**src/rtl/pwrseq_pkg.sv**
```systemverilog
// Constants for the microcontroller rail power-up sequencer.
// Assumes a 20 MHz reference clock; all times are derived from it.
package pwrseq_pkg;

    // ------------------------------------------------------------
    // Clock and time base
    // ------------------------------------------------------------
    localparam int CLK_HZ = 20_000_000;
    localparam int INIT_TIME_MS = 6;
    localparam int STRAP_TIME_MS = 2;
    localparam int PG_CHECK_TIME_MS = 10;
    localparam int DEGLITCH_TIME_US = 125;
    localparam int INIT_CYCLES = CLK_HZ / 1000 * INIT_TIME_MS;
    localparam int STRAP_CYCLES = CLK_HZ / 1000 * STRAP_TIME_MS;
    localparam int PG_CHECK_CYCLES = CLK_HZ / 1000 * PG_CHECK_TIME_MS;
    localparam int DEGLITCH_CYCLES = CLK_HZ / 1_000_000 * DEGLITCH_TIME_US;
    localparam int CNT_W = 24;
    localparam int DG_W = 12;

    // ------------------------------------------------------------
    // Strap input classes and rail voltage codes
    // ------------------------------------------------------------
    localparam logic [1:0] STRAP_R620_GND = 2'h0;
    localparam logic [1:0] STRAP_SHORT_GND = 2'h1;
    localparam logic [1:0] STRAP_SHORT_INTERNAL_CORE_RAIL = 2'h2;
    localparam logic [1:0] STRAP_C330_GND = 2'h3;
    localparam logic [1:0] VSEL_1V5 = 2'h0;
    localparam logic [1:0] VSEL_1V8 = 2'h1;
    localparam logic [1:0] VSEL_2V5 = 2'h2;
    localparam logic [1:0] VSEL_3V3 = 2'h3;
    localparam logic [1:0] VSEL_RESET = VSEL_1V8;

    typedef enum logic [2:0] {
        ST_WAIT_SUPPLY = 3'h0,
        ST_INIT = 3'h1,
        ST_STRAP = 3'h3,
        ST_ENABLE = 3'h2,
        ST_RUN = 3'h6,
        ST_FAULT = 3'h7
    } seq_state_t;

endpackage : pwrseq_pkg

```
**src/rtl/pg_deglitch.sv**
```systemverilog
// Deglitch filter for the rail power-good comparator.
// Input is synchronised by the caller; output changes only after a stable run.
`timescale 1ns/1ns
module pg_deglitch #(
    parameter int STABLE_CYCLES = pwrseq_pkg::DEGLITCH_CYCLES
) (
    input wire logic i_ref_clk,
    input wire logic i_rst_n,
    input wire logic i_level,
    output logic o_level
);
    logic [pwrseq_pkg::DG_W-1:0] cnt_reg;
    logic [pwrseq_pkg::DG_W-1:0] cnt_next;
    logic level_reg;
    logic level_next;

    always_comb
    begin
        cnt_next = '0;
        level_next = level_reg;
        if (i_level != level_reg)
        begin
            if (cnt_reg == pwrseq_pkg::DG_W'(STABLE_CYCLES - 1))
                level_next = i_level;
            else
                cnt_next = cnt_reg + 1'b1;
        end
    end

    always_ff @(posedge i_ref_clk or negedge i_rst_n)
    begin
        if (!i_rst_n)
        begin
            cnt_reg <= '0;
            level_reg <= 1'b0;
        end
        else
        begin
            cnt_reg <= cnt_next;
            level_reg <= level_next;
        end
    end

    assign o_level = level_reg;

    // Short pulses never reach the output
    pg_filter_hold_a: assert property (@(posedge i_ref_clk) disable iff (!i_rst_n)
        $changed(level_reg) |-> $past(i_level, STABLE_CYCLES) == level_reg)
        else $error("power-good changed without a stable input run");
endmodule : pg_deglitch

```
**src/rtl/mcu_supply_powerup_sequencer.sv**
```systemverilog
// Power-up sequencer and supervisor for the microcontroller rail regulator.
// Assumes analog comparators and strap classifier deliver asynchronous levels.
`timescale 1ns/1ns
module mcu_supply_powerup_sequencer #(
    parameter int INIT_CYCLES = pwrseq_pkg::INIT_CYCLES,
    parameter int STRAP_CYCLES = pwrseq_pkg::STRAP_CYCLES,
    parameter int PG_CHECK_CYCLES = pwrseq_pkg::PG_CHECK_CYCLES,
    parameter int DEGLITCH_CYCLES = pwrseq_pkg::DEGLITCH_CYCLES
) (
    input wire logic i_ref_clk,
    input wire logic i_reset_n,
    input wire logic i_power_up_threshold,
    input wire logic [1:0] i_rail_voltage_strap,
    input wire logic i_mcu_rail_pg_raw,
    input wire logic [1:0] i_mcu_rail_voltage_select,
    input wire logic i_mcu_rail_voltage_write,
    input wire logic i_mcu_rail_disable,
    input wire logic i_mcu_rail_error_mask,
    output logic o_mcu_rail_regulator_en,
    output logic [1:0] o_mcu_rail_voltage_select,
    output logic o_mcu_rail_power_good,
    output logic o_mcu_rail_error,
    output logic o_rail_fault,
    output logic o_serial_bus_allowed,
    output logic o_internal_core_regulator_en,
    output logic [2:0] o_state
);
    // ------------------------------------------------------------
    // Reset release and input synchronisers
    // ------------------------------------------------------------
    logic rst_meta_reg;
    logic rst_n;

    always_ff @(posedge i_ref_clk or negedge i_reset_n)
    begin
        if (!i_reset_n)
        begin
            rst_meta_reg <= 1'b0;
            rst_n <= 1'b0;
        end
        else
        begin
            rst_meta_reg <= 1'b1;
            rst_n <= rst_meta_reg;
        end
    end

    // Three stages; a change is taken once stages two and three agree
    logic [2:0] sup_sync_reg;
    logic [2:0] pg_sync_reg;
    logic [1:0] strap_s1_reg;
    logic [1:0] strap_s2_reg;
    logic [1:0] strap_s3_reg;
    logic sup_level_reg;
    logic pg_level_reg;
    logic [1:0] strap_level_reg;

    always_ff @(posedge i_ref_clk or negedge rst_n)
    begin
        if (!rst_n)
        begin
            sup_sync_reg <= 3'h0;
            pg_sync_reg <= 3'h0;
            strap_s1_reg <= 2'h0;
            strap_s2_reg <= 2'h0;
            strap_s3_reg <= 2'h0;
            sup_level_reg <= 1'b0;
            pg_level_reg <= 1'b0;
            strap_level_reg <= 2'h0;
        end
        else
        begin
            sup_sync_reg <= {sup_sync_reg[1:0], i_power_up_threshold};
            pg_sync_reg <= {pg_sync_reg[1:0], i_mcu_rail_pg_raw};
            strap_s1_reg <= i_rail_voltage_strap;
            strap_s2_reg <= strap_s1_reg;
            strap_s3_reg <= strap_s2_reg;
            if (sup_sync_reg[1] == sup_sync_reg[2])
                sup_level_reg <= sup_sync_reg[2];
            if (pg_sync_reg[1] == pg_sync_reg[2])
                pg_level_reg <= pg_sync_reg[2];
            if (strap_s2_reg == strap_s3_reg)
                strap_level_reg <= strap_s3_reg;
        end
    end

    // ------------------------------------------------------------
    // Power-good deglitch
    // ------------------------------------------------------------
    logic pg_clean;

    pg_deglitch #(
        .STABLE_CYCLES(DEGLITCH_CYCLES)
    ) u_pg_deglitch (
        .i_ref_clk(i_ref_clk),
        .i_rst_n(rst_n),
        .i_level(pg_level_reg),
        .o_level(pg_clean)
    );

    // ------------------------------------------------------------
    // Strap decode
    // ------------------------------------------------------------
    function automatic logic [1:0] strap_to_vsel(input logic [1:0] strap);
        case (strap)
            pwrseq_pkg::STRAP_R620_GND: strap_to_vsel = pwrseq_pkg::VSEL_1V5;
            pwrseq_pkg::STRAP_SHORT_GND: strap_to_vsel = pwrseq_pkg::VSEL_1V8;
            pwrseq_pkg::STRAP_SHORT_INTERNAL_CORE_RAIL: strap_to_vsel = pwrseq_pkg::VSEL_2V5;
            default: strap_to_vsel = pwrseq_pkg::VSEL_3V3;
        endcase
    endfunction : strap_to_vsel

    // ------------------------------------------------------------
    // Sequencer
    // ------------------------------------------------------------
    pwrseq_pkg::seq_state_t state_reg;
    pwrseq_pkg::seq_state_t state_next;
    logic [pwrseq_pkg::CNT_W-1:0] cnt_reg;
    logic [pwrseq_pkg::CNT_W-1:0] cnt_next;
    logic err_reg;
    logic err_next;
    logic [1:0] vsel_reg;
    logic [1:0] vsel_next;
    logic bus_ok_reg;
    logic bus_ok_next;
    logic en_reg;
    logic en_next;

    always_comb
    begin
        state_next = state_reg;
        cnt_next = cnt_reg;
        vsel_next = vsel_reg;
        bus_ok_next = bus_ok_reg;
        en_next = en_reg;
        case (state_reg)
            pwrseq_pkg::ST_WAIT_SUPPLY:
            begin
                cnt_next = '0;
                if (sup_level_reg)
                    state_next = pwrseq_pkg::ST_INIT;
            end
            pwrseq_pkg::ST_INIT:
            begin
                if (cnt_reg == pwrseq_pkg::CNT_W'(INIT_CYCLES - 1))
                begin
                    cnt_next = '0;
                    state_next = pwrseq_pkg::ST_STRAP;
                end
                else
                    cnt_next = cnt_reg + 1'b1;
            end
            pwrseq_pkg::ST_STRAP:
            begin
                // Last stable sample of the window wins
                if (cnt_reg == pwrseq_pkg::CNT_W'(STRAP_CYCLES - 1))
                begin
                    cnt_next = '0;
                    vsel_next = strap_to_vsel(strap_level_reg);
                    state_next = pwrseq_pkg::ST_ENABLE;
                end
                else
                    cnt_next = cnt_reg + 1'b1;
            end
            pwrseq_pkg::ST_ENABLE:
            begin
                en_next = 1'b1;
                if (pg_clean)
                begin
                    bus_ok_next = 1'b1;
                    state_next = pwrseq_pkg::ST_RUN;
                end
            end
            pwrseq_pkg::ST_RUN:
            begin
                if (i_mcu_rail_voltage_write)
                    vsel_next = i_mcu_rail_voltage_select;
                en_next = !i_mcu_rail_disable;
            end
            pwrseq_pkg::ST_FAULT:
            begin
                // Regulator held off until reset, supply loss or error mask set
                en_next = 1'b0;
                if (i_mcu_rail_error_mask)
                    state_next = pwrseq_pkg::ST_RUN;
            end
            default:
                state_next = pwrseq_pkg::ST_WAIT_SUPPLY;
        endcase
        if (state_reg != pwrseq_pkg::ST_WAIT_SUPPLY && !sup_level_reg)
        begin
            state_next = pwrseq_pkg::ST_WAIT_SUPPLY;
            en_next = 1'b0;
            bus_ok_next = 1'b0;
            cnt_next = '0;
        end
        else if (err_reg && !i_mcu_rail_error_mask && state_reg != pwrseq_pkg::ST_WAIT_SUPPLY)
            state_next = pwrseq_pkg::ST_FAULT;
    end

    always_ff @(posedge i_ref_clk or negedge rst_n)
    begin
        if (!rst_n)
        begin
            state_reg <= pwrseq_pkg::ST_WAIT_SUPPLY;
            cnt_reg <= '0;
            vsel_reg <= pwrseq_pkg::VSEL_RESET;
            bus_ok_reg <= 1'b0;
            en_reg <= 1'b0;
        end
        else
        begin
            state_reg <= state_next;
            cnt_reg <= cnt_next;
            vsel_reg <= vsel_next;
            bus_ok_reg <= bus_ok_next;
            en_reg <= en_next;
        end
    end

    // ------------------------------------------------------------
    // Power-good check timer and rail error flag
    // ------------------------------------------------------------
    logic chk_run_reg;
    logic chk_run_next;
    logic [pwrseq_pkg::CNT_W-1:0] chk_cnt_reg;
    logic [pwrseq_pkg::CNT_W-1:0] chk_cnt_next;
    logic rail_event;

    assign rail_event = (en_next && !en_reg) || (en_reg && vsel_next != vsel_reg);

    always_comb
    begin
        err_next = err_reg;
        chk_run_next = chk_run_reg;
        chk_cnt_next = chk_cnt_reg;
        if (rail_event)
        begin
            chk_run_next = 1'b1;
            chk_cnt_next = '0;
        end
        else if (chk_run_reg)
        begin
            if (pg_clean || !en_reg)
                chk_run_next = 1'b0;
            else if (chk_cnt_reg == pwrseq_pkg::CNT_W'(PG_CHECK_CYCLES - 1))
            begin
                err_next = 1'b1;
                chk_run_next = 1'b0;
            end
            else
                chk_cnt_next = chk_cnt_reg + 1'b1;
        end
        // Supply loss clears the flag at the same edge as the state
        if (state_next == pwrseq_pkg::ST_WAIT_SUPPLY)
            err_next = 1'b0;
    end

    always_ff @(posedge i_ref_clk or negedge rst_n)
    begin
        if (!rst_n)
        begin
            err_reg <= 1'b0;
            chk_run_reg <= 1'b0;
            chk_cnt_reg <= '0;
        end
        else
        begin
            err_reg <= err_next;
            chk_run_reg <= chk_run_next;
            chk_cnt_reg <= chk_cnt_next;
        end
    end

    // ------------------------------------------------------------
    // Outputs
    // ------------------------------------------------------------
    assign o_mcu_rail_regulator_en = en_reg;
    assign o_mcu_rail_voltage_select = vsel_reg;
    assign o_mcu_rail_power_good = pg_clean;
    assign o_mcu_rail_error = err_reg;
    assign o_rail_fault = (state_reg == pwrseq_pkg::ST_FAULT);
    assign o_serial_bus_allowed = bus_ok_reg;
    assign o_internal_core_regulator_en = 1'b1;
    assign o_state = state_reg;

    // ------------------------------------------------------------
    // Checks
    // ------------------------------------------------------------
    init_wait_a: assert property (@(posedge i_ref_clk) disable iff (!rst_n)
        $rose(state_reg == pwrseq_pkg::ST_STRAP) |-> $past(state_reg, INIT_CYCLES) == pwrseq_pkg::ST_INIT)
        else $error("strap phase began before the init period ended");
    strap_window_a: assert property (@(posedge i_ref_clk) disable iff (!rst_n)
        $rose(state_reg == pwrseq_pkg::ST_ENABLE) |-> $past(state_reg, STRAP_CYCLES) == pwrseq_pkg::ST_STRAP)
        else $error("strap window length wrong");
    strap_decode_a: assert property (@(posedge i_ref_clk) disable iff (!rst_n)
        $rose(state_reg == pwrseq_pkg::ST_ENABLE) |-> vsel_reg == strap_to_vsel($past(strap_level_reg)))
        else $error("rail setting does not match strap");
    enable_after_strap_a: assert property (@(posedge i_ref_clk) disable iff (!rst_n)
        state_reg == pwrseq_pkg::ST_ENABLE && sup_level_reg && !err_reg |=> en_reg)
        else $error("regulator not enabled after strap decode");
    bus_gate_a: assert property (@(posedge i_ref_clk) disable iff (!rst_n)
        $rose(bus_ok_reg) |-> $past(pg_clean))
        else $error("serial bus allowed before power-good");
    sw_vsel_a: assert property (@(posedge i_ref_clk) disable iff (!rst_n)
        state_reg == pwrseq_pkg::ST_RUN && i_mcu_rail_voltage_write && sup_level_reg
        |=> vsel_reg == $past(i_mcu_rail_voltage_select))
        else $error("software voltage write not taken");
    disable_off_a: assert property (@(posedge i_ref_clk) disable iff (!rst_n)
        i_mcu_rail_disable && state_reg == pwrseq_pkg::ST_RUN |=> !en_reg)
        else $error("regulator still on after disable");
    pg_timeout_a: assert property (@(posedge i_ref_clk) disable iff (!rst_n)
        $rose(err_reg) |-> $past(chk_cnt_reg) == pwrseq_pkg::CNT_W'(PG_CHECK_CYCLES - 1) && !$past(pg_clean))
        else $error("rail error set without a full check period");
    fault_entry_a: assert property (@(posedge i_ref_clk) disable iff (!rst_n)
        err_reg && !i_mcu_rail_error_mask && sup_level_reg && state_reg != pwrseq_pkg::ST_WAIT_SUPPLY
        |=> o_rail_fault)
        else $error("fault state not entered on unmasked rail error");
    core_on_a: assert property (@(posedge i_ref_clk) disable iff (!rst_n)
        o_internal_core_regulator_en)
        else $error("core regulator switched off");
    chk_stop_a: assert property (@(posedge i_ref_clk) disable iff (!rst_n)
        chk_run_reg && pg_clean && !rail_event |=> !chk_run_reg && $stable(err_reg))
        else $error("check timer kept running after power-good");
endmodule : mcu_supply_powerup_sequencer

```
**config.mk**
```make
export PLATFORM = sky130hd
export DESIGN_NAME = mcu_supply_powerup_sequencer
export DESIGN_NICKNAME = d
export VERILOG_FILES = /design/src/rtl/pwrseq_pkg.sv /design/src/rtl/pg_deglitch.sv /design/src/rtl/mcu_supply_powerup_sequencer.sv
export SDC_FILE = /design/constraint.sdc
export NUM_CORES = 1
export LEC_CHECK = 0
export ABC_AREA = 1
export BUFFER_PORTS_ARGS = -buffer_cell sky130_fd_sc_hd__buf_2
export CORE_UTILIZATION = 45
export CTS_BUF_LIST = sky130_fd_sc_hd__clkbuf_4
export DETAILED_ROUTE_END_ITERATION = 6
export PLACE_DENSITY_LB_ADDON = 0.08
export SLEW_MARGIN = 40
export SYNTH_ARGS = -nofsm -noshare
export SYNTH_HDL_FRONTEND = slang
export SYNTH_SLANG_ARGS = --single-unit
```
**constraint.sdc**
```tcl
create_clock -name i_ref_clk -period 2.6 [get_ports i_ref_clk]
set_clock_uncertainty 0.1 [all_clocks]
set_input_delay 0.39 -clock i_ref_clk [delete_from_list [all_inputs] [get_ports i_ref_clk]]
set_output_delay 0.39 -clock i_ref_clk [all_outputs]
set_load 0.03 [all_outputs]
```
==> summary.txt, run 1 <==
Final hold violations: 0
# clock sinks: 88
Initial drt markers: 161
H-tree depth: 3
Maximum vdd drop: 0.296 mV
Die area: 10300 µm²
WL per Instance: 12.4 µm
Power Density: 552 nW/µm²
Final Non-Filler Cells: 722
Post-Synthesis Cells: 546
Bufs on Longest Clock Path: 2
Yosys reg bits: 88
Die height: 102 µm
Post-route design area: 4990 µm²
Tot Pwr: 2.75 mW
Core ar.: 9680 µm²
DP Area: 4770 µm²
CTS tree: done
Fill cell count: 924
Starting Density: 0.461
Clk_lat worst skew: 0.45 ns
Clock Tree Root: clkbuf_4
Initial antenna violation count: 0
Ant. Diodes: 0
Die W: 102 µm
# setup viols final: 0
Worst Path Max Fanout: 12
Crit path launch type: flip-flop
Routability cong.: 0.881
Vias in the first global route: 3489
Syn avg cell area: 8.18 µm²
# IOs: 22
Slew Viols, Final: 0
DRT antenna net count: 0
Layout cells sized above 1: 0.146
P_leak: 2.24 nW
Endpoint class of the critical path: flip-flop
# hold bufs at CTS: 5
Largest net degree at the start of global routing: 54
DR vias: 3502
Met3 WL: 286 µm
Post-DP HPWL: 6.54 mm
CTS clk-pin slew, worst paths: 0.15 ns
FMAX: 436 MHz
Arrival time worst endpoint: 2.56 ns
Routed met1 length: 4.37 mm
Status: finished, final reports clean
CTS resizes: 0
CTS buffer count: 9
Syn Std Cell Area: 4470 µm²
DR DRC count: 0
TritonRoute pass-1 iters: 4
Synth cell types: 41
Min-delay worst type: in2async
Seq/Total Area, Yosys: 0.493
Synth warnings: 0
GRT Resource Usage Total: 0.198
Slew Limit Headroom: 0.539
Kind of critical path: reg2reg
Vias/cell: 4.85
Drt total wl: 8.93 mm
RSZ-0062 raised after global routing: false
Minimum clock period: 2.29 ns
Tcrit/Tclk final: 0.882
Met2 WL: 4.17 mm
Most frequent cells in the layout: nand2_1 (104), nor2_1 (86), dfrtp_1 (86), inv_1 (65), nand3_1 (28)
DR top layer: met4
Max-cap violation count: 0
GR Overflow Total: 0
Tightest Pin Transition: 0.683 ns
# port buffers: 20
Post-CTS Setup Repair Bufs: 0
Worst path required time: 2.86 ns
Most common cell after layout, fill and taps aside: nand2_1
Area growth syn-to-layout: 11.7%
Setup TNS: 0 ns
First-pass GRT wire length: 15.8 mm
Post-layout nets: 598
Cell row count: 36
Dpl cells: 701
-- cell usage after synthesis --
master | number | area, µm²
xor2_1 | 21 | 184
mux2_2 | 1 | 11.3
conb_1 | 1 | 3.75
inv_2 | 6 | 22.5
o22ai_1 | 1 | 6.26
a21boi_0 | 1 | 7.51
ha_1 | 3 | 37.5
nor4_1 | 2 | 12.5
nand4_1 | 9 | 56.3
a22oi_1 | 1 | 7.51
a211oi_1 | 1 | 7.51
nor2_2 | 25 | 156
nor3_2 | 1 | 10.0
nand2_2 | 3 | 18.8
nor2_1 | 86 | 323
nor3_1 | 25 | 125
o21ai_0 | 12 | 60.1
maj3_1 | 2 | 20.0
a41oi_1 | 1 | 8.76
nand3_1 | 28 | 140
a21oi_1 | 22 | 110
a21oi_4 | 1 | 16.3
and3_1 | 1 | 6.26
o21ai_1 | 1 | 5.00
a31oi_1 | 2 | 12.5
buf_4 | 2 | 15.0
or2_2 | 2 | 12.5
a22o_1 | 1 | 8.76
inv_1 | 65 | 244
xnor2_1 | 9 | 78.8
buf_2 | 1 | 5.00
dfrtp_1 | 87 | 2180
buf_6 | 2 | 22.5
nand3_2 | 2 | 20.0
inv_4 | 1 | 6.26
o21a_1 | 3 | 22.5
nor3b_1 | 7 | 52.6
o41ai_1 | 1 | 8.76
dfstp_2 | 1 | 26.3
a2bb2oi_1 | 1 | 8.76
nand2_1 | 104 | 390
-- logic make-up after synthesis --
logic type,synth area share
and+or+nand+nor,0.296
buffers and inverters,0.0706
xor gates and xnor gates,0.0588
muxes,0.00252
other,0.000839
DFF,0.493
AOI/OAI and AO/OA,0.0650
adders and majority gates,0.0129
-- area by class of cell --
cell class	count	area (µm²)	area share
inverters	72	273	0.0547
repair buffers	31	220	0.0441
clock inverters	7	103	0.0206
multi-input cells	382	1950	0.391
well taps	133	166	0.0334
flip-flops and latches	88	2210	0.442
clock buffers	9	67.6	0.0135
-- critical path, stage by stage (launching register included) --
cell,delay (ns)
dfrtp_1,0.41
ha_1,0.21
nand3_2,0.13
nor2_2,0.23
nand3_2,0.12
nand2_1,0.10
nand2_1,0.06
nand2_1,0.17
nand2_1,0.14
inv_1,0.35
a21oi_1,0.07
o21a_1,0.12
-- power breakdown --
part           switching (mW)  internal (mW)  total [mW]
sequential             0.0713           1.43        1.50
combinational           0.220          0.115       0.336
clock                   0.510          0.402       0.912
-- final timing paths --
path / start / endpoint / cells past startpoint / slack [ns]
max: cnt_reg[1] / cnt_reg[21] / 11 / 0.31
min: i_reset_n / rst_n / 2 / 0.12
max reg2reg: cnt_reg[1] / cnt_reg[21] / 11 / 0.31
min reg2reg: rst_n / strap_s2_reg[1] / 0 / 0.19
max in group asynchronous: rst_n / o_mcu_rail_voltage_select[0] / 1 / 1.53
min in group i_ref_clk: i_mcu_rail_disable / o_mcu_rail_regulator_en / 4 / 0.13
-- layer usage --
layer	track usage	vias up
li1	-	1805
met1	0.267	1630
met2	0.319	55
met3	0.0373	12
met4	0.0736	0
met5	0	-
-- metrics by stage --
stage / utilization / setup slack (ns) / hold WS (ns)
floorplan: - / 0.657 / -0.00559
global placement: 0.493 / 0.316 / 0.0763
detailed placement: 0.493 / 0.307 / 0.0768
CTS: 0.515 / 0.279 / 0.0833
global route: 0.515 / 0.0575 / 0.0964
finish: 0.515 / 0.306 / 0.119
Power figures use the tool's default switching activity.
==> run 2, diff against run 1 <==
--- a/config.mk
+++ b/config.mk
@@ -5,7 +5,6 @@
 export SDC_FILE = /design/constraint.sdc
 export NUM_CORES = 1
 export LEC_CHECK = 0
-export ABC_AREA = 1
 export BUFFER_PORTS_ARGS = -buffer_cell sky130_fd_sc_hd__buf_2
 export CORE_UTILIZATION = 45
 export CTS_BUF_LIST = sky130_fd_sc_hd__clkbuf_4
==> run 2 against run 1 <==
Non-clock buffer count is 28 higher. Combinational power is 26% lower. Critical endpoint is now cnt_reg[1]. Die area is 2.5% higher. Sequential cell count stayed put. Highest routed layer unchanged. Register-to-register slack worse by 0.22 ns. Utilization is 2.2 points higher.
==> summary.txt, run 2 <==
Int Pwr: 1.92 mW (was 1.95 mW)
Cell row count: 36 (unchanged)
Die area: 10600 µm² (was 10300 µm²)
Minimum clock period: 2.51 ns (was 2.29 ns)
Vias/cell: 5.69 (was 4.85)
Fill cell count: 912 (was 924)
Top post-synthesis cells by area: dfrtp_1 (48%), xor2_1 (4.2%), nor2_1 (3.9%), nand3_1 (3.4%), nand2_1 (2.9%) (was dfrtp_1 (49%), nand2_1 (8.7%), nor2_1 (7.2%), inv_1 (5.5%), xor2_1 (4.1%))
Layout cells sized above 1: 0.175 (was 0.146)
Core ar.: 9820 µm² (was 9680 µm²)
Bufs on Longest Clock Path: 2 (unchanged)
Tcrit/Tclk final: 0.966 (was 0.882)
FMAX: 398 MHz (was 436 MHz)
WL per Instance: 14.9 µm (was 12.4 µm)
Share of power burned in registers: 0.561 (was 0.547)
Arrival time worst endpoint: 2.76 ns (was 2.56 ns)
Setup TNS: 0 ns (unchanged)
Ys flop type: dfrtp_1 (unchanged)
Min-delay worst type: in2async (unchanged)
TritonRoute pass-1 iters: 4 (unchanged)
DR vias: 3748 (was 3502)
Slew Viols, Final: 0 (unchanged)
Post-Synthesis Cells: 472 (was 546)
Die height: 103 µm (was 102 µm)
# setup viols final: 0 (unchanged)
Storage cell area: 2210 µm² (unchanged)
Clk_lat worst skew: 0.45 ns (about the same)
Worst Path Max Fanout: 10 (was 12)
Initial drt markers: 137 (was 161)
Clock power frac: 0.344 (was 0.331)
Gr busiest metal: met2 (unchanged)
P_leak: 2.21 nW (was 2.24 nW)
GRT Resource Usage Total: 0.208 (was 0.198)
RSZ-0062 raised after global routing: false (unchanged)
Seq/Total Area, Yosys: 0.481 (was 0.493)
Most instantiated cells after synthesis: dfrtp_1 (87), nor2_1 (48), nand2_1 (36) (was nand2_1 (104), dfrtp_1 (87), nor2_1 (86))
Slew Limit Headroom: 0.594 (was 0.539)
Post-DP HPWL: 6.88 mm (was 6.54 mm)
CTS tree: done (unchanged)
Psw: 0.674 mW (was 0.802 mW)
Sw Ratio: 0.260 (was 0.291)
Status: finished, final reports clean (unchanged)
Worst path required time: 2.85 ns (was 2.86 ns)
DRT antenna net count: 0 (unchanged)
Kind of critical path: reg2reg (unchanged)
Post-synth EDFFs: 0 (unchanged)
Maximum vdd drop: 0.396 mV (was 0.296 mV)
Ant. Diodes: 0 (unchanged)
Synth warnings: 0 (unchanged)
Area growth syn-to-layout: 15.0% (was 11.7%)
Met2 Track Usage GR: 0.345 (was 0.319)
Multi-input gate area: 2260 µm² (was 1950 µm²)
# IOs: 22 (unchanged)
Combinational share of power: 0.095 (was 0.122)
Starting Density: 0.467 (was 0.461)
Endpoint class of the critical path: flip-flop (unchanged)
Clock Tree Root: clkbuf_4 (unchanged)
DP Worst Slack: 0.0359 ns (was 0.307 ns)
H-tree depth: 3 (unchanged)
Tightest Pin Transition: 0.609 ns (was 0.683 ns)
Yosys reg bits: 88 (unchanged)
Syn avg cell area: 9.71 µm² (was 8.18 µm²)
Cell taking the most area after synthesis: dfrtp_1 (unchanged)
Routability cong.: 0.821 (was 0.881)
CTS buffer count: 9 (unchanged)
Initial antenna violation count: 0 (unchanged)
Post-layout nets: 535 (was 598)
First-pass GRT wire length: 17.2 mm (was 15.8 mm)
Power Density: 492 nW/µm² (was 552 nW/µm²)
Most frequent cell after synthesis: dfrtp_1 (was nand2_1)
Share of the synthesized area in the top cell type: 0.475 (was 0.487)
Worst setup margin: 0.0880 ns (was 0.306 ns)
Most frequent cells in the layout: dfrtp_1 (86), nor2_1 (48), nand2_1 (36), nand3_1 (31), buf_4 (31) (was nand2_1 (104), nor2_1 (86), dfrtp_1 (86), inv_1 (65), nand3_1 (28))
# port buffers: 20 (unchanged)
Final hold violations: 0 (unchanged)
Largest net degree at the start of global routing: 47 (was 54)
Syn Std Cell Area: 4580 µm² (was 4470 µm²)
GR Util met3: 0.0427 (was 0.0373)
Critical Path Start: cnt_reg[17] (was cnt_reg[1])
Most common cell after layout, fill and taps aside: dfrtp_1 (was nand2_1)
Synth cell types: 67 (was 41)
# clock sinks: 88 (unchanged)
Die W: 103 µm (was 102 µm)
CTS clk-pin slew, worst paths: 0.14 ns (was 0.15 ns)
Max-cap violation count: 0 (unchanged)
RR Startpoint: cnt_reg[17] (was cnt_reg[1])
GR Overflow Total: 0 (unchanged)
Drt total wl: 9.83 mm (was 8.93 mm)
Vias in the first global route: 3667 (was 3489)
Met1 Usage GRT: 0.267 (about the same)
DR DRC count: 0 (unchanged)
Asr flop ratio synth: 1.00 (unchanged)
Crit path launch type: flip-flop (unchanged)
## run 2: changes by cell type after synthesis, moves of 15 or more
cell / before / now
inv_1: 65 / 10
nand2_1: 104 / 36
nor3_1: 25 / 8
nor2_2: 25 / 1
nor2_1: 86 / 48
clkbuf_1: 0 / 15
## run 2: power groups by stage
stage,Combinational (mW),Sequential [mW],Clock (mW)
after floorplan,0.141,1.48,0
after global placement,0.214,1.48,0
after detailed placement,0.218,1.48,0
after CTS,0.224,1.46,0.926
after global routing,0.273,1.47,0.971
final,0.247,1.46,0.892
## run 2: worst paths after layout
check,endpoint,slack (ns),depth (start not counted)
setup reg to reg,cnt_reg[1],0.09,5
max in group asynchronous,o_mcu_rail_voltage_select[0],1.48,1
min in group i_ref_clk,strap_s2_reg[0],0.26,0
hold reg to reg,strap_level_reg[1],0.26,0
setup / recovery,cnt_reg[1],0.09,5
hold / removal,rst_n,0.14,2
## run 2: metrics by stage
stage / instances / utilization / hold WS (ns) / cell area, µm² / power (mW)
finish: 659 / 0.537 / 0.143 / 5270 / 2.60
global route: 659 / 0.537 / 0.117 / 5270 / 2.71
floorplan: 473 / - / -0.00559 / 4590 / 1.63
CTS: 655 / 0.532 / 0.0890 / 5220 / 2.61
global placement: 634 / 0.510 / 0.0745 / 5010 / 1.70
detailed placement: 634 / 0.510 / 0.0778 / 5010 / 1.70
## run 2: cells by family after synthesis
kind of cell | after synthesis | synth area share
buffers and inverters | 32 | 0.0311
XOR/XNOR | 36 | 0.0688
AO/OA/AOI/OAI | 95 | 0.144
adder cells (fa/ha/maj) | 5 | 0.0126
other | 1 | 0.000818
multiplexers | 5 | 0.0117
flip-flops | 88 | 0.481
AND/OR/NAND/NOR | 210 | 0.251
## run 2: per-layer routing
metal | wire length [µm] | vias to the layer above
met1 | 4590 | 1838
met5 | 0 | -
met2 | 4810 | 66
met3 | 275 | 17
met4 | 158 | 0
li1 | - | 1827
## run 2: area by class of cell
| cell class | count | area share |
|---|---|---|
| flip-flops and latches | 88 | 0.419 |
| inverters | 10 | 0.00712 |
| clock inverters | 6 | 0.0171 |
| well taps | 133 | 0.0316 |
| clock buffers | 10 | 0.0142 |
| repair buffers | 59 | 0.0824 |
| multi-input cells | 353 | 0.429 |
## run 2: worst max-delay path: stages, from the launching register on
cell and delay, ns:
dfrtp_1 0.41, or4_4 0.54, or4_4 0.59, o31a_4 0.44, buf_4 0.16, a22o_1 0.18
## run 2: what timing repair did
action                                  4_1_cts  5_1_grt
hold buffers                                  5        0
endpoints found under the setup margin        0       14
hold endpoints to repair                      6        0
resized for setup                             0        4
buffers inserted                              0        4
==> run 3, diff against run 2 <==
--- a/config.mk
+++ b/config.mk
@@ -10,6 +10,7 @@
 export CTS_BUF_LIST = sky130_fd_sc_hd__clkbuf_4
 export DETAILED_ROUTE_END_ITERATION = 6
 export PLACE_DENSITY_LB_ADDON = 0.08
+export RECOVER_POWER = 50
 export SLEW_MARGIN = 40
 export SYNTH_ARGS = -nofsm -noshare
 export SYNTH_HDL_FRONTEND = slang
==> run 3 against run 2 <==
The flow now finishes with violations (max-capacitance violations, max-slew violations). Critical endpoint unchanged. Register-to-register slack about the same. Critical path type unchanged. Non-clock buffer count did not move. Clock-buffer cell count unchanged. First-iteration DRC count stayed put. Die area unchanged. Largest power group unchanged.
==> summary.txt, run 3 (synthesis gave the netlist of run 2 again) <==
Endpoint class of the critical path: flip-flop (unchanged)
Ant. Diodes: 0 (unchanged)
# clock sinks: 88 (unchanged)
# IOs: 22 (unchanged)
WL per Instance: 14.9 µm (unchanged)
Share of power burned in registers: 0.561 (about the same)
Core ar.: 9820 µm² (unchanged)
Bufs on Longest Clock Path: 2 (unchanged)
DR vias: 3748 (unchanged)
Slew Viols, Final: 46 (was 0)
P_leak: 2.20 nW (was 2.21 nW)
Crit path launch type: flip-flop (unchanged)
Kind of critical path: reg2reg (unchanged)
Die W: 103 µm (unchanged)
Reg-to-reg critical path endpoint: cnt_reg[1] (unchanged)
Storage cell area: 2200 µm² (was 2210 µm²)
# setup viols final: 0 (unchanged)
Final core utilization: 0.536 (was 0.537)
Final hold violations: 0 (unchanged)
Psw: 0.674 mW (about the same)
RR Startpoint: cnt_reg[17] (unchanged)
Worst Path Max Fanout: 10 (unchanged)
Critical Path Sink: cnt_reg[1] (unchanged)
Cell row count: 36 (unchanged)
Arrival time worst endpoint: 2.76 ns (about the same)
Area growth syn-to-layout: 14.9% (was 15.0%)
Int Pwr: 1.92 mW (about the same)
GR Overflow Total: 0 (unchanged)
Routability cong.: 0.821 (unchanged)
Multi-input gate area: 2260 µm² (unchanged)
Reg2Reg Depth: 5 (unchanged)
Critical Path Start: cnt_reg[17] (unchanged)
Layout cells sized above 1: 0.171 (was 0.175)
Die height: 103 µm (unchanged)
Tot Pwr: 2.60 mW (about the same)
Die area: 10600 µm² (unchanged)
Post-DP HPWL: 6.88 mm (unchanged)
R2R setup slack: 0.09 ns (about the same)
Setup TNS: 0 ns (unchanged)
DR DRC count: 0 (unchanged)
Worst path required time: 2.85 ns (about the same)
Initial drt markers: 137 (unchanged)
Maximum vdd drop: 0.398 mV (was 0.396 mV)
FMAX: 398 MHz (about the same)
CTS tree: done (unchanged)
Status: complete, but fails checks (was finished, final reports clean)
Clock power frac: 0.344 (about the same)
Power Density: 493 nW/µm² (was 492 nW/µm²)
Combinational share of power: 0.095 (about the same)
First-pass GRT wire length: 17.2 mm (unchanged)
Clock Tree Root: clkbuf_4 (unchanged)
Drt total wl: 9.83 mm (unchanged)
Min-delay worst type: in2async (unchanged)
CTS buffer count: 9 (unchanged)
Vias in the first global route: 3667 (unchanged)
GRT Resource Usage Total: 0.208 (unchanged)
RSZ-0062 raised after global routing: false (unchanged)
Most common cell after layout, fill and taps aside: dfrtp_1 (unchanged)
Failing checks: max-capacitance violations, max-slew violations
Tcrit/Tclk final: 0.966 (about the same)
Most frequent cells in the layout: dfrtp_1 (87), nor2_1 (48), nand2_1 (36), nand3_1 (31), buf_4 (31) (was dfrtp_1 (86), nor2_1 (48), nand2_1 (36), nand3_1 (31), buf_4 (31))
Initial antenna violation count: 0 (unchanged)
Clk_lat worst skew: 0.45 ns (about the same)
Tightest Pin Transition: 1.89 ns (was 0.609 ns)
# port buffers: 20 (unchanged)
TritonRoute pass-1 iters: 4 (unchanged)
DRT antenna net count: 0 (unchanged)
Post-layout nets: 535 (unchanged)
Slew Limit Headroom: -0.257 (was 0.594)
Sw Ratio: 0.260 (about the same)
Starting Density: 0.467 (unchanged)
Vias/cell: 5.69 (unchanged)
CTS clk-pin slew, worst paths: 0.14 ns (about the same)
H-tree depth: 3 (unchanged)
Fill cell count: 914 (was 912)
Largest net degree at the start of global routing: 47 (unchanged)
Max-cap violation count: 1 (was 0)
Minimum clock period: 2.51 ns (about the same)
[run 3: what timing repair did]
action	4_1_cts	5_1_grt
setup endpoints to repair	0	14
hold buffers	5	0
resized for setup	0	4
hold endpoints to repair	6	0
buffers inserted	0	4
[run 3: worst min-delay path by stage]
| stage | endpoint | start | slack (ns) | cells after the start |
|---|---|---|---|---|
| finish | rst_meta_reg | i_reset_n | 0.15 | 2 |
| global route | rst_meta_reg | i_reset_n | 0.13 | 2 |
| CTS | rst_n | i_reset_n | 0.09 | 2 |
| detailed placement | rst_meta_reg | i_reset_n | 0.08 | 1 |
| global placement | rst_meta_reg | i_reset_n | 0.07 | 1 |
| floorplan | rst_meta_reg | i_reset_n | -0.006 | 0 |
[run 3: cell type report]
cell class / instances / area share
Multi-Input combinational cell: 353 / 0.429
Tap cell: 133 / 0.0316
Clock buffer: 10 / 0.0143
Inverter: 10 / 0.00713
Clock inverter: 6 / 0.0171
Timing Repair Buffer: 59 / 0.0822
Sequential cell: 88 / 0.418
[run 3: power by group through the flow]
stage / clock, mW / combinational [mW] / sequential [mW]
after floorplan: 0 / 0.141 / 1.48
after global placement: 0 / 0.214 / 1.48
after detailed placement: 0 / 0.218 / 1.48
after CTS: 0.926 / 0.224 / 1.46
after global routing: 0.971 / 0.274 / 1.47
final: 0.892 / 0.247 / 1.46
[run 3: critical path: stages (launching register included)]
cell     delay, ns
dfrtp_1       0.41
or4_4         0.54
or4_4         0.59
o31a_4        0.44
buf_4         0.16
a22o_1        0.18
[run 3: per-layer routing]
metal  global-route usage  wire (µm)
met1                0.267       4590
met2                0.345       4810
met3               0.0427        276
met4               0.0813        158
met5                    0          0
[run 3: through the flow]
step	cell area, µm²	cells	hold WS [ns]	setup slack, ns
3_5_place_dp	5010	634	0.0778	0.0359
5_1_grt	5270	659	0.132	0.0135
4_1_cts	5220	655	0.0890	0.0166
3_3_place_gp	5010	634	0.0745	0.0941
6_report	5270	659	0.148	0.0876
2_1_floorplan	4590	473	-0.00559	0.144
